$ cat src/core/emac_status_defines.vh
`ifndef EMAC_STATUS_DEFINES_VH
`define EMAC_STATUS_DEFINES_VH

// register indices, byte address is four times the index
`define IDX_IRQ_ENABLE 8'h4C
`define IDX_EVENT_STATUS 8'h4D
`define IDX_PHY_READ_DATA_LOW 8'h4E
`define IDX_PHY_READ_DATA_HIGH 8'h4F
`define IDX_MGMT_LINK_STATUS 8'h50
`define IDX_MGMT_COMMAND 8'h40

// event status bit positions
`define BIT_TX_DONE 0
`define BIT_TX_CONTROL_FRAME 1
`define BIT_RX_OVERRUN 2
`define BIT_RX_DONE 3
`define BIT_RX_PAUSE_FRAME 4
`define BIT_RX_CONTROL_FRAME 5
`define BIT_MGMT_DONE 6
`define BIT_TX_FSM_ERROR 7

// event classes for the three interrupt requests
`define CLASS_SYSTEM 8'hC4
`define CLASS_RECEIVE 8'h38
`define CLASS_TRANSMIT 8'h03

// management link status bit positions
`define BIT_MGMT_BUSY 7
`define BIT_LINK_FAIL 6
`define BIT_SCAN_INVALID 5
`define SCAN_ADDR_MSB 4

// management command bit positions
`define BIT_SCAN_ENABLE 0
`define BIT_PHY_READ_CMD 1
`define BIT_PHY_WRITE_CMD 2

// reset values
`define RST_BYTE 8'h00
`define RST_WORD 16'h0000
`define RST_ADDR 5'h00

`endif

$ cat src/core/event_flag_bank.v
`timescale 1ns/1ps
`default_nettype none

module event_flag_bank (
    input wire sys_clk,       // system clock
    input wire rst,           // asynchronous reset, active high
    input wire [7:0] set_in,  // hardware set requests, one per flag
    input wire [7:0] clear_in, // software one-to-clear requests
    output reg [7:0] flags    // sticky flags
);

    reg [7:0] next_flags;

    always @*
    begin
        next_flags = (flags & ~clear_in) | set_in;
    end

    always @(posedge sys_clk or posedge rst)
    begin
        if (rst)
        begin
            flags <= 8'h00;
        end
        else
        begin
            flags <= next_flags;
        end
    end

endmodule
`default_nettype wire

$ cat src/core/emac_status_regs.v
// What this block does
// - after overrun, discard incoming packets until software clears overrun flag.
// - flags never self-clear; writing one to a position clears it unless that flag is set on the same edge.
// - bit 7 sets on transmit state error, held set until transmit reset, then cleared only by software.
// - bit 6 sets when any management read, scan or write completes.
// - bit 5 control frame, bit 4 pause frame, bit 3 receive done.
// - bit 2 sets on receive overrun, a system class event.
// - bit 1 transmit control frame sent, bit 0 transmit done.
// - PHY read data held as sixteen bits, split low and high bytes.
// - busy rises on read or write command, falls on completion.
// - busy stays high throughout scan mode until scanning is disabled.
// - link status bit 6 copies PHY link fail, one means failed.
// - link status bit 5 is one while scan result is invalid.
// - link status bits 4..0 give PHY address of current scan.
// - each event has an enable bit; enabled events raise interrupts.
//
// The Avalon-MM slave port was left to the implementer.
`timescale 1ns/1ps
`default_nettype none
`include "emac_status_defines.vh"

module emac_status_regs (
    input wire sys_clk,                // system clock, 200 MHz
    input wire rst,                    // asynchronous reset, active high
    input wire [9:0] avs_address,      // byte address
    input wire avs_read,               // read request
    input wire avs_write,              // write request
    input wire [31:0] avs_writedata,   // write data, low byte used
    input wire [3:0] avs_byteenable,   // byte enables
    output reg [31:0] avs_readdata,    // read data
    output wire avs_waitrequest,       // stall while answer pending
    input wire tx_done_evt,            // transmit packet done pulse
    input wire tx_control_frame_evt,   // transmit control frame sent pulse
    input wire tx_fsm_error_evt,       // transmit state machine error pulse
    input wire tx_path_reset,          // transmit path reset level
    input wire rx_done_evt,            // receive packet done pulse
    input wire rx_pause_frame_evt,     // pause control frame received pulse
    input wire rx_control_frame_evt,   // control frame received pulse
    input wire rx_overrun_evt,         // receive overrun pulse
    output reg rx_discard,             // receiver must ignore packets
    output reg system_irq,             // system class interrupt request
    output reg receive_irq,            // receive class interrupt request
    output reg transmit_irq,           // transmit class interrupt request
    output reg mgmt_read_start,        // start a PHY read, one cycle
    output reg mgmt_write_start,       // start a PHY write, one cycle
    output reg mgmt_scan_enable,       // scan mode level
    input wire mgmt_done,              // management access complete pulse
    input wire mgmt_read_valid,        // mgmt_done carries read data
    input wire [15:0] mgmt_read_data,  // data read from PHY
    input wire mgmt_scan_cycle_start,  // a scan cycle begins, pulse
    input wire [4:0] mgmt_scan_addr,   // PHY address of that scan cycle
    input wire mgmt_link_fail          // link fail bit of last PHY status
);

    // bus answer states
    localparam ST_IDLE = 2'b01;
    localparam ST_ANSWER = 2'b10;

    reg [1:0] bus_state;
    reg [1:0] next_bus_state;
    reg [7:0] irq_enable;
    reg [15:0] phy_read_data;
    reg link_fail_copy;
    reg scan_result_invalid;
    reg [4:0] scanned_phy_addr;
    reg mgmt_op_busy;
    reg phy_read_cmd;
    reg phy_write_cmd;
    reg tx_error_hold;
    wire [7:0] event_status;
    wire [7:0] mgmt_link_status;
    wire [7:0] mgmt_command_reg;
    wire [7:0] flag_set;
    wire [7:0] flag_clear;
    wire bus_req;
    wire wr_fire;
    wire wr_low_lane;
    wire mgmt_busy;
    wire cmd_write;
    wire start_read;
    wire start_write;

    // true when the word address selects the given register index
    function hit;
        input [9:0] addr;
        input [7:0] index;
        begin
            hit = (addr[9:2] == index);
        end
    endfunction

    // readable contents of a register, zero for unmapped addresses
    function [7:0] read_mux;
        input [9:0] addr;
        input [7:0] en;
        input [7:0] evt;
        input [15:0] prd;
        input [7:0] mls;
        input [7:0] cmd;
        begin
            case (addr[9:2])
                `IDX_IRQ_ENABLE: read_mux = en;
                `IDX_EVENT_STATUS: read_mux = evt;
                `IDX_PHY_READ_DATA_LOW: read_mux = prd[7:0];
                `IDX_PHY_READ_DATA_HIGH: read_mux = prd[15:8];
                `IDX_MGMT_LINK_STATUS: read_mux = mls;
                `IDX_MGMT_COMMAND: read_mux = cmd;
                default: read_mux = 8'h00;
            endcase
        end
    endfunction

    // request handshake: every access answers on the second edge
    assign bus_req = avs_read | avs_write;
    assign avs_waitrequest = bus_req & ~bus_state[1];
    assign wr_fire = avs_write & bus_state[1];
    assign wr_low_lane = wr_fire & avs_byteenable[0];

    // bus answer state machine
    always @*
    begin
        case (bus_state)
            ST_IDLE:
            begin
                next_bus_state = bus_req ? ST_ANSWER : ST_IDLE;
            end
            ST_ANSWER:
            begin
                next_bus_state = ST_IDLE;
            end
            default:
            begin
                next_bus_state = ST_IDLE;
            end
        endcase
    end

    always @(posedge sys_clk or posedge rst)
    begin
        if (rst)
        begin
            bus_state <= ST_IDLE;
        end
        else
        begin
            bus_state <= next_bus_state;
        end
    end

    // read data captured one edge before the answer edge
    always @(posedge sys_clk or posedge rst)
    begin
        if (rst)
        begin
            avs_readdata <= 32'h00000000;
        end
        else if (avs_read & bus_state[0])
        begin
            avs_readdata <= {24'h000000, read_mux(avs_address, irq_enable,
                event_status, phy_read_data, mgmt_link_status, mgmt_command_reg)};
        end
    end

    // interrupt enable register
    always @(posedge sys_clk or posedge rst)
    begin
        if (rst)
        begin
            irq_enable <= `RST_BYTE;
        end
        else if (wr_low_lane & hit(avs_address, `IDX_IRQ_ENABLE))
        begin
            irq_enable <= avs_writedata[7:0];
        end
    end

    always @(posedge sys_clk or posedge rst)
    begin
        if (rst)
        begin
            tx_error_hold <= 1'b0;
        end
        else if (tx_path_reset)
        begin
            tx_error_hold <= 1'b0;
        end
        else if (tx_fsm_error_evt)
        begin
            tx_error_hold <= 1'b1;
        end
    end

    assign flag_set[`BIT_TX_FSM_ERROR] = tx_error_hold | tx_fsm_error_evt;
    assign flag_set[`BIT_MGMT_DONE] = mgmt_done;
    assign flag_set[`BIT_RX_CONTROL_FRAME] = rx_control_frame_evt & ~rx_discard;
    assign flag_set[`BIT_RX_PAUSE_FRAME] = rx_pause_frame_evt & ~rx_discard;
    assign flag_set[`BIT_RX_DONE] = rx_done_evt & ~rx_discard;
    assign flag_set[`BIT_RX_OVERRUN] = rx_overrun_evt;
    assign flag_set[`BIT_TX_CONTROL_FRAME] = tx_control_frame_evt;
    assign flag_set[`BIT_TX_DONE] = tx_done_evt;

    assign flag_clear = (wr_low_lane & hit(avs_address, `IDX_EVENT_STATUS)) ?
        avs_writedata[7:0] : 8'h00;

    // sticky event flags
    event_flag_bank flag_bank (
        .sys_clk(sys_clk),
        .rst(rst),
        .set_in(flag_set),
        .clear_in(flag_clear),
        .flags(event_status)
    );

    always @(posedge sys_clk or posedge rst)
    begin
        if (rst)
        begin
            rx_discard <= 1'b0;
        end
        else
        begin
            rx_discard <= event_status[`BIT_RX_OVERRUN] | rx_overrun_evt;
        end
    end

    always @(posedge sys_clk or posedge rst)
    begin
        if (rst)
        begin
            system_irq <= 1'b0;
            receive_irq <= 1'b0;
            transmit_irq <= 1'b0;
        end
        else
        begin
            system_irq <= |(event_status & irq_enable & `CLASS_SYSTEM);
            receive_irq <= |(event_status & irq_enable & `CLASS_RECEIVE);
            transmit_irq <= |(event_status & irq_enable & `CLASS_TRANSMIT);
        end
    end

    // management command decode; a read or write command while busy is dropped, scan enable always loads, read beats write
    assign cmd_write = wr_low_lane & hit(avs_address, `IDX_MGMT_COMMAND);
    assign start_read = cmd_write & avs_writedata[`BIT_PHY_READ_CMD] & ~mgmt_busy;
    assign start_write = cmd_write & avs_writedata[`BIT_PHY_WRITE_CMD] & ~mgmt_busy
        & ~avs_writedata[`BIT_PHY_READ_CMD];

    // command bits, start pulses and scan enable
    always @(posedge sys_clk or posedge rst)
    begin
        if (rst)
        begin
            phy_read_cmd <= 1'b0;
            phy_write_cmd <= 1'b0;
            mgmt_scan_enable <= 1'b0;
            mgmt_read_start <= 1'b0;
            mgmt_write_start <= 1'b0;
        end
        else
        begin
            mgmt_read_start <= start_read;
            mgmt_write_start <= start_write;
            if (cmd_write)
            begin
                mgmt_scan_enable <= avs_writedata[`BIT_SCAN_ENABLE];
            end
            if (start_read)
            begin
                phy_read_cmd <= 1'b1;
            end
            else if (mgmt_done)
            begin
                phy_read_cmd <= 1'b0;
            end
            if (start_write)
            begin
                phy_write_cmd <= 1'b1;
            end
            else if (mgmt_done)
            begin
                phy_write_cmd <= 1'b0;
            end
        end
    end

    always @(posedge sys_clk or posedge rst)
    begin
        if (rst)
        begin
            mgmt_op_busy <= 1'b0;
        end
        else if (start_read | start_write)
        begin
            mgmt_op_busy <= 1'b1;
        end
        else if (mgmt_done)
        begin
            mgmt_op_busy <= 1'b0;
        end
    end

    assign mgmt_busy = mgmt_op_busy | mgmt_scan_enable;

    always @(posedge sys_clk or posedge rst)
    begin
        if (rst)
        begin
            phy_read_data <= `RST_WORD;
        end
        else if (mgmt_done & mgmt_read_valid)
        begin
            phy_read_data <= mgmt_read_data;
        end
    end

    // scan progress and link copy
    always @(posedge sys_clk or posedge rst)
    begin
        if (rst)
        begin
            link_fail_copy <= 1'b0;
            scan_result_invalid <= 1'b0;
            scanned_phy_addr <= `RST_ADDR;
        end
        else
        begin
            link_fail_copy <= mgmt_link_fail;
            if (mgmt_done & mgmt_read_valid)
            begin
                scan_result_invalid <= 1'b0;
            end
            else if (mgmt_scan_cycle_start)
            begin
                scan_result_invalid <= 1'b1;
            end
            if (mgmt_scan_cycle_start)
            begin
                scanned_phy_addr <= mgmt_scan_addr;
            end
        end
    end

    // status and command read views
    assign mgmt_link_status = {mgmt_busy, link_fail_copy, scan_result_invalid,
        scanned_phy_addr};
    assign mgmt_command_reg = {5'h00, phy_write_cmd, phy_read_cmd, mgmt_scan_enable};

endmodule
`default_nettype wire

$ cat config.mk
export PLATFORM = sky130hd
export DESIGN_NAME = emac_status_regs
export DESIGN_NICKNAME = d
export VERILOG_FILES = /design/src/core/event_flag_bank.v /design/src/core/emac_status_regs.v
export VERILOG_INCLUDE_DIRS = /design/src /design/src/core
export SDC_FILE = /design/constraint.sdc
export NUM_CORES = 1
export LEC_CHECK = 0
export BUFFER_PORTS_ARGS = -buffer_cell sky130_fd_sc_hd__buf_2
export CORE_MARGIN = 2
export CORE_UTILIZATION = 48
export DETAILED_ROUTE_END_ITERATION = 10
export PLACE_DENSITY = 0.76
export SYNTH_ARGS = -nofsm -noshare
export SYNTH_HDL_FRONTEND = slang
export SYNTH_HIERARCHICAL = 1
export SYNTH_SLANG_ARGS = --single-unit
$ cat constraint.sdc
create_clock -name sys_clk -period 1.98 [get_ports sys_clk]
set_clock_uncertainty 0.05 [all_clocks]
set_input_delay 0.099 -clock sys_clk [delete_from_list [all_inputs] [get_ports sys_clk]]
set_output_delay 0.099 -clock sys_clk [all_outputs]
set_load 0.02 [all_outputs]
Yosys cells after proc, flatten, opt, wreduce, memory -nomap -nowiden

Index checks and enable logic that the tools add are counted.

Register bits: 60
Bits in latches: 0
Memory bits (writable): 0
Memory bits (read-only): 0
Output and inout bits: 40
Memories kept: 0

$add $sub $neg: 0
Multiply operators: 0
Div/mod/pow operators: 0
Order comparisons: 0
Equal/unequal tests: 7
Shift operators: 0
Muxes and demuxes: 12
Bitwise logic cells: 29
Reductions and logical operators: 8

Operators with widths:

| cell                                                 | number |
|---|---|
| equality test 8 x 7 -> 1 bit (second input constant) | 6 |
| one-hot mux 8 bit (6 select lines)                   | 1 |
| bitwise AND 1 bit                                    | 16 |
| bitwise AND 8 bit                                    | 2 |
| nonzero test 2 bit                                   | 5 |
| 2-to-1 mux 1 bit                                     | 8 |
| 2-to-1 mux 8 bit                                     | 1 |
| NOT 8 bit                                            | 1 |
| bitwise OR 8 bit                                     | 1 |
| OR reduction 3 bit                                   | 2 |
| bitwise OR 1 bit                                     | 5 |
| 2-to-1 mux 2 bit                                     | 2 |
| NOT 1 bit                                            | 4 |
| equality test 2 x 1 -> 1 bit (second input constant) | 1 |
| OR reduction 2 bit                                   | 1 |

Longest topological paths before layout

Gate-level depths: netlist (run 1).

Word-level depth: 8
Gate-level depth with buffers: 7

Modules after synthesis

Netlist (run 1), hierarchy kept.

By module, submodules not included:

| module           | times used | cells an instance | area an instance (um^2) | sequential area each (um^2) |
|---|---|---|---|---|
| emac_status_regs | 1          | 199               | 2,576.2                 | 1,302.5 |
| event_flag_bank  | 1          | 25                | 294.0                   | 200.2 |

Least setup slack after synthesis (run 1)

OpenSTA, ideal clock, no wires.

Kind: flip-flop to flip-flop
From: reg flag_bank.flags[6]
To: reg avs_readdata[6]
Data arrival time: 1.265 ns
Data required time: 1.804 ns
Setup slack: 0.539 ns
Cell stages (with the launch flop): 4
Buffers on the path: 0
Clock period less this slack: 1.441 ns
Cells stage by stage: dfrtp_1 -> mux4_1 -> and4_1 -> a221o_1

Longest elaborated chain between the ends: 1

Ends and longest elaborated chain:

| what                               | RTL line               | text |
|---|---|---|
| start, declared                    | event_flag_bank.v:9    | `output reg [7:0] flags` |
| start signal, assigned             | event_flag_bank.v:27   | `flags <= next_flags;` |
| one-hot mux 8 bit (6 select lines) | emac_status_regs.v:101 | `case (addr[9:2])` |
| end signal, assigned               | emac_status_regs.v:159 | `avs_readdata <= {24'h000000, read_mux(avs_address, irq_enable,` |
| end, declared                      | emac_status_regs.v:30  | `output reg [31:0] avs_readdata,` |

No other way between the ends.
A chain may end at the register's enable or synchronous reset.

Worst setup path after layout (run 1)

From: in mgmt_done
To: reg phy_read_data[2]

Longest elaborated chain between the ends: 1

Ends and longest elaborated chain:

| what                 | RTL line               | text |
|---|---|---|
| start, declared      | emac_status_regs.v:47  | `input wire mgmt_done,` |
| bitwise AND 1 bit    | emac_status_regs.v:310 | `else if (mgmt_done & mgmt_read_valid)` |
| end signal, assigned | emac_status_regs.v:308 | `` phy_read_data <= `RST_WORD; `` |
| end signal, assigned | emac_status_regs.v:312 | `phy_read_data <= mgmt_read_data;` |
| end, declared        | emac_status_regs.v:62  | `reg [15:0] phy_read_data;` |

No other way between the ends.

==> impl_metrics.tcl, run 1 <==
set metrics [dict create \
    cts_made_buffers 9 \
    dp.cells 360 \
    end_kind "flip-flop" \
    clock_latency_ns 0.34 \
    worstPathArrival_ns 1.80 \
    regArea_um2 1500 \
    final_nets 415 \
    grt_max_degree 22 \
    clk_pin_slew_ns 0.06 \
    ioPinCount 123 \
    wirelength_um 6080 \
    final_layout_size_suffix_gt1_share_pct 38.6 \
    crit_path_end "phy_read_data[2]" \
    grt_overflow 0 \
    worstPathRequired_ns 2.15 \
    yosys.cell_count.top_type "dfrtp_1" \
    num_rows 28 \
    slew_headroom_pct 49.4 \
    hold_violations 0 \
    setup_viol 0 \
    status "finished clean" \
    cts_tree "built" \
    detailedPlace.worstSlack_ns 0.273 \
    r2r-start "bus_state[1]" \
    path_max_fanout 17 \
    drt_iter0_drc 64 \
    crit_type "input port to flip-flop" \
    synth_top_cell_area_share_pct 51.4 \
    synth_ff_type "dfrtp_1" \
    start_util_pct 49.1 \
    antenna_found_initial 0 \
    rsz0062_at_grt "no" \
    grtUsageTotal_pct 20.5 \
    fin_crit_sh_pct 82.5 \
    setup_ws_ns 0.347 \
    period_minus_slack_ns 1.63 \
    worstSetupStartpoint "mgmt_done" \
    ant_nets 0 \
    clock-sinks 60 \
    peakVddDrop_uv 645 \
    netlist_area_um2 2870 \
    die_y_um 81.3 \
    tns_ns 0 \
    clock_path_buffers 2 \
    vias 2094 \
    place_congestion 0.828 \
    final_cell_count_no_fill 412 \
    syn_area_per_cell_um2 12.8 \
    max_cap_violations 0 \
    netlist_instances 224 \
    first_pass_iters 4 \
    first_global_vias 2056 \
    synth_edf_count 0 \
    cts-root-buf "clkbuf_8" \
    cts_resized 0 \
    tightest_slew_ns 0.758 \
    die_w_um 81.3 \
    cp-start-kind "input port" \
    reg2reg_depth 3 \
    leakage_nw 1.82 \
    timing.fmax_ghz 0.612 \
    yosys-top-cells-area "dfrtp_1, mux2_2, buf_4" \
    rrSetupSlack_ns 0.38 \
    powerDensity_nw_per_um2 777 \
    synth-async-reset-ratio_pct 100 \
    grt_pass1_wl_um 9840 \
    synth-seq-cells 60 \
    antenna_cells 0 \
    port_buffers 69 \
    whs_path_depth 3 \
    ys_seq_area_share_pct 52.4 \
    core_um2 5850 \
    fillCellCount 462 \
    reg2reg_to "irq_enable[6]" \
    drc 0 \
    hpwl_um 4300 \
    wl_per_cell_um 14.8 \
    slew_violations 0 \
    synth_top_cell_by_area "dfrtp_1" \
    yosys-top-cells-count "dfrtp_1, mux2_2, buf_4" \
    htreeDepth 3 \
    ys_types 40 \
    min_path_type "input port to flip-flop" \
    multi_input_area_um2 1150 \
    viasPerCell 5.08 \
    areaGrowthSynthToFinish_pct 30.2 \
    synth_warnings 6 \
    die-area_um2 6610 \
]
[cells by family (layout without fill, tap and decap cells)]
group,count (synthesis),in the layout,synth area share [%]
flip-flops,60,60,52.4
other,1,24,0.131
multiplexers,41,41,19.4
AND/OR/NAND/NOR,48,48,10.6
buffers and inverters,50,140,10.6
AO/OA/AOI/OAI,24,24,6.93
[sequential cells by signal (all words and copies together), names as in the netlist, 2 cells and up]
signal,flops
bus_state,2
irq_enable,8
flag_bank/flags,8
avs_readdata,8
scanned_phy_addr,5
phy_read_data,16
[layout by cell type (no fill, tap or decap), types with 3 or more instances in the layout]
master | netlist | final
conb_1 | 1 | 24
inv_1 | 16 | 15
dfrtp_1 | 59 | 59
nor2_1 | 5 | 5
nand4_1 | 3 | 3
and2_1 | 10 | 10
buf_4 | 26 | 3
mux2i_1 | 3 | 3
a221o_1 | 5 | 5
buf_2 | 3 | 69
nand2_1 | 8 | 8
clkbuf_8 | 0 | 11
mux2_2 | 29 | 29
mux4_2 | 6 | 6
and4_1 | 6 | 6
dlygate4sd3_1 | 0 | 36
a21o_1 | 8 | 8
nor2b_1 | 4 | 4
clkinv_2 | 0 | 4
[where the power goes]
| group | internal [W] | leakage (nW) | switching, W |
|---|---|---|---|
| clock network | 0.000640 | 0.109 | 0.000453 |
| logic | 0.000209 | 0.971 | 0.000221 |
| registers | 0.00133 | 0.737 | 0.0000505 |
| total | 0.00218 | 1.82 | 0.000725 |
[layer usage]
layer | part of all wire (%) | global-route usage [%]
met2 | 50 | 34.4
met4 | 1.6 | 8.64
met3 | 6.9 | 5.44
met1 | 41 | 24.9
met5 | 0 | 0
[layout make-up]
cell class | instances | area share, %
clock buffers | 11 | 4.05
clock inverters | 5 | 1.34
repair buffers | 108 | 19.5
well taps | 75 | 2.51
inverters | 16 | 1.61
multi-input cells | 137 | 30.8
flip-flops and latches | 60 | 40.2
[worst max-delay path: stages]
cell and delay, ns:
dlygate4sd3_1 0.55, buf_2 0.17, nand2_1 0.57, mux2_2 0.41
[metrics by stage]
step	utilization, %	hold slack [ns]	power (W)	area, um^2
detailed placement	54.3	0.0568	0.00178	3170
finish	63.9	0.0174	0.00290	3740
global route	63.9	0.00736	0.00305	3740
CTS	63.9	0.00260	0.00293	3740
global placement	54.3	0.0391	0.00177	3170
floorplan	-	-0.135	0.00169	2960
[timing repair]
| item | CTS | global route |
|---|---|---|
| hold endpoints to repair | 67 | 0 |
| hold buffers | 36 | 0 |
| setup buffers | 0 | 0 |
[how the worst min path moves through the flow]
| stage | start | end | slack, ns |
|---|---|---|---|
| after floorplan | rst | flag_bank/flags[0] | -0.14 |
| after global placement | rst | flag_bank/flags[0] | 0.04 |
| after detailed placement | rst | flag_bank/flags[7] | 0.06 |
| after CTS | rx_pause_frame_evt | flag_bank/flags[4] | 0.003 |
| after global routing | rx_pause_frame_evt | flag_bank/flags[4] | 0.007 |
| final | rx_pause_frame_evt | flag_bank/flags[4] | 0.02 |
(Power assumes the default switching activity.)
==> inputs of run 2 (changes only) <==
==> constraint.sdc (replaced) <==
create_clock -name sys_clk -period 1.6 [get_ports sys_clk]
set_clock_uncertainty 0.05 [all_clocks]
set_input_delay 0.08 -clock sys_clk [delete_from_list [all_inputs] [get_ports sys_clk]]
set_output_delay 0.08 -clock sys_clk [all_outputs]
set_load 0.02 [all_outputs]
==> impl_metrics.tcl, run 2 (synthesis gave the netlist of run 1 again) <==
set metrics [dict create \
    status "finished clean" \
    max_cap_violations 0 \
    ant_nets 0 \
    clk_pin_slew_ns 0.06 \
    rrSetupSlack_ns 0.06 \
    cts_tree "built" \
    num_rows 28 \
    fillCellCount 470 \
    tns_ns 0 \
    largest-register "phy_read_data" \
    peakVddDrop_uv 666 \
    first_pass_iters 6 \
    viasPerCell 5.05 \
    worstPathArrival_ns 1.70 \
    die_w_um 81.3 \
    reg2reg_to "avs_readdata[4]" \
    end_kind "flip-flop" \
    cts-root-buf "clkbuf_8" \
    core_um2 5850 \
    leakage_nw 1.85 \
    ioPinCount 123 \
    worstSetupStartpoint "flag_bank/flags[4]" \
    path_max_fanout 3 \
    regArea_um2 1500 \
    grt_pass1_wl_um 10100 \
    hpwl_um 4450 \
    cts_resized 0 \
    drc 0 \
    wl_per_cell_um 15.4 \
    detailedPlace.worstSlack_ns 0.0269 \
    antenna_cells 0 \
    min_path_type "input port to flip-flop" \
    areaGrowthSynthToFinish_pct 32.3 \
    start_util_pct 49.1 \
    crit_type "flip-flop to flip-flop" \
    antenna_found_initial 0 \
    grt_max_degree 53 \
    final_nets 425 \
    htreeDepth 3 \
    clock-sinks 60 \
    die_y_um 81.3 \
    cts_made_buffers 9 \
    fin_crit_sh_pct 96.4 \
    first_global_vias 2118 \
    worstPathRequired_ns 1.76 \
    port_buffers 69 \
    hold_violations 0 \
    largest_reg_flops 16 \
    timing.fmax_ghz 0.648 \
    slew_violations 0 \
    crit_path_end "avs_readdata[4]" \
    drt_iter0_drc 94 \
    powerDensity_nw_per_um2 911 \
    reg2reg_depth 3 \
    mostFrequentLayoutCell "buf_2" \
    stdcell_area_um2 3800 \
    rsz0062_at_grt "no" \
    clock_latency_ns 0.33 \
    setup_viol 0 \
    fin_util_pct 64.9 \
    grtUsageTotal_pct 21.1 \
    setup_ws_ns 0.0571 \
    clock_path_buffers 2 \
    multi_input_area_um2 1150 \
    vias 2128 \
    postPlaceCellArea_um2 3240 \
    final_layout_size_suffix_gt1_share_pct 38.7 \
    r2r-start "flag_bank/flags[4]" \
    cp-start-kind "flip-flop" \
    wirelength_um 6480 \
    place_congestion 0.829 \
    die-area_um2 6610 \
    period_minus_slack_ns 1.54 \
    grt_overflow 0 \
    mostFrequentLayoutCells "buf_2, dfrtp_1, dlygate4sd3_1, mux2_2, conb_1" \
]
run 2: worst min path at each step:
| stage | slack, ns | end | startpoint | depth (start not counted) |
|---|---|---|---|---|
| 2_1_floorplan | -0.15 | flag_bank/flags[0] | rst | 1 |
| 3_3_place_gp | 0.02 | flag_bank/flags[0] | rst | 2 |
| 3_5_place_dp | 0.02 | flag_bank/flags[7] | rst | 2 |
| 4_1_cts | 0.03 | bus_state[0] | avs_write | 4 |
| 5_1_grt | 0.05 | bus_state[0] | avs_write | 4 |
| 6_report | 0.03 | bus_state[0] | avs_write | 4 |
run 2: report_power, final:
part           internal (W)  switching, W  leakage, nW  total [W]
clock              0.000634      0.000549       0.0893    0.00118
sequential          0.00165     0.0000632        0.737    0.00171
combinational      0.000283      0.000284         1.02   0.000566
run 2: timing repair:
action                                 in CTS  in global routing
setup buffers                               0                  0
endpoints found under the hold margin     104                  0
hold buffers                               39                  0
run 2: metrics by stage:
stage,hold WS [ns],instances,total power (W)
finish,0.0320,421,0.00346
global route,0.0547,421,0.00362
CTS,0.0270,421,0.00350
detailed placement,0.0215,367,0.00223
global placement,0.0175,367,0.00221
floorplan,-0.154,247,0.00209
run 2: metal layers:
metal	track usage [%]	share of wire, %
met2	35.0	49
met5	0	0
met4	9.66	2.0
met3	4.33	5.8
met1	26.5	43
run 2: cell type report:
cell class / instances / area share, %
clock inverter: 2 / 0.264
sequential: 60 / 39.6
tap: 75 / 2.47
clock buffer: 13 / 4.18
inverter: 16 / 1.58
multi-input combinational: 137 / 30.3
timing repair buffer: 118 / 21.7
run 2: worst max-delay path, cell delays in order, from the launching register on:
cell and delay (ns):
dfrtp_1 0.41, mux4_2 0.51, and4_4 0.21, a221o_1 0.25
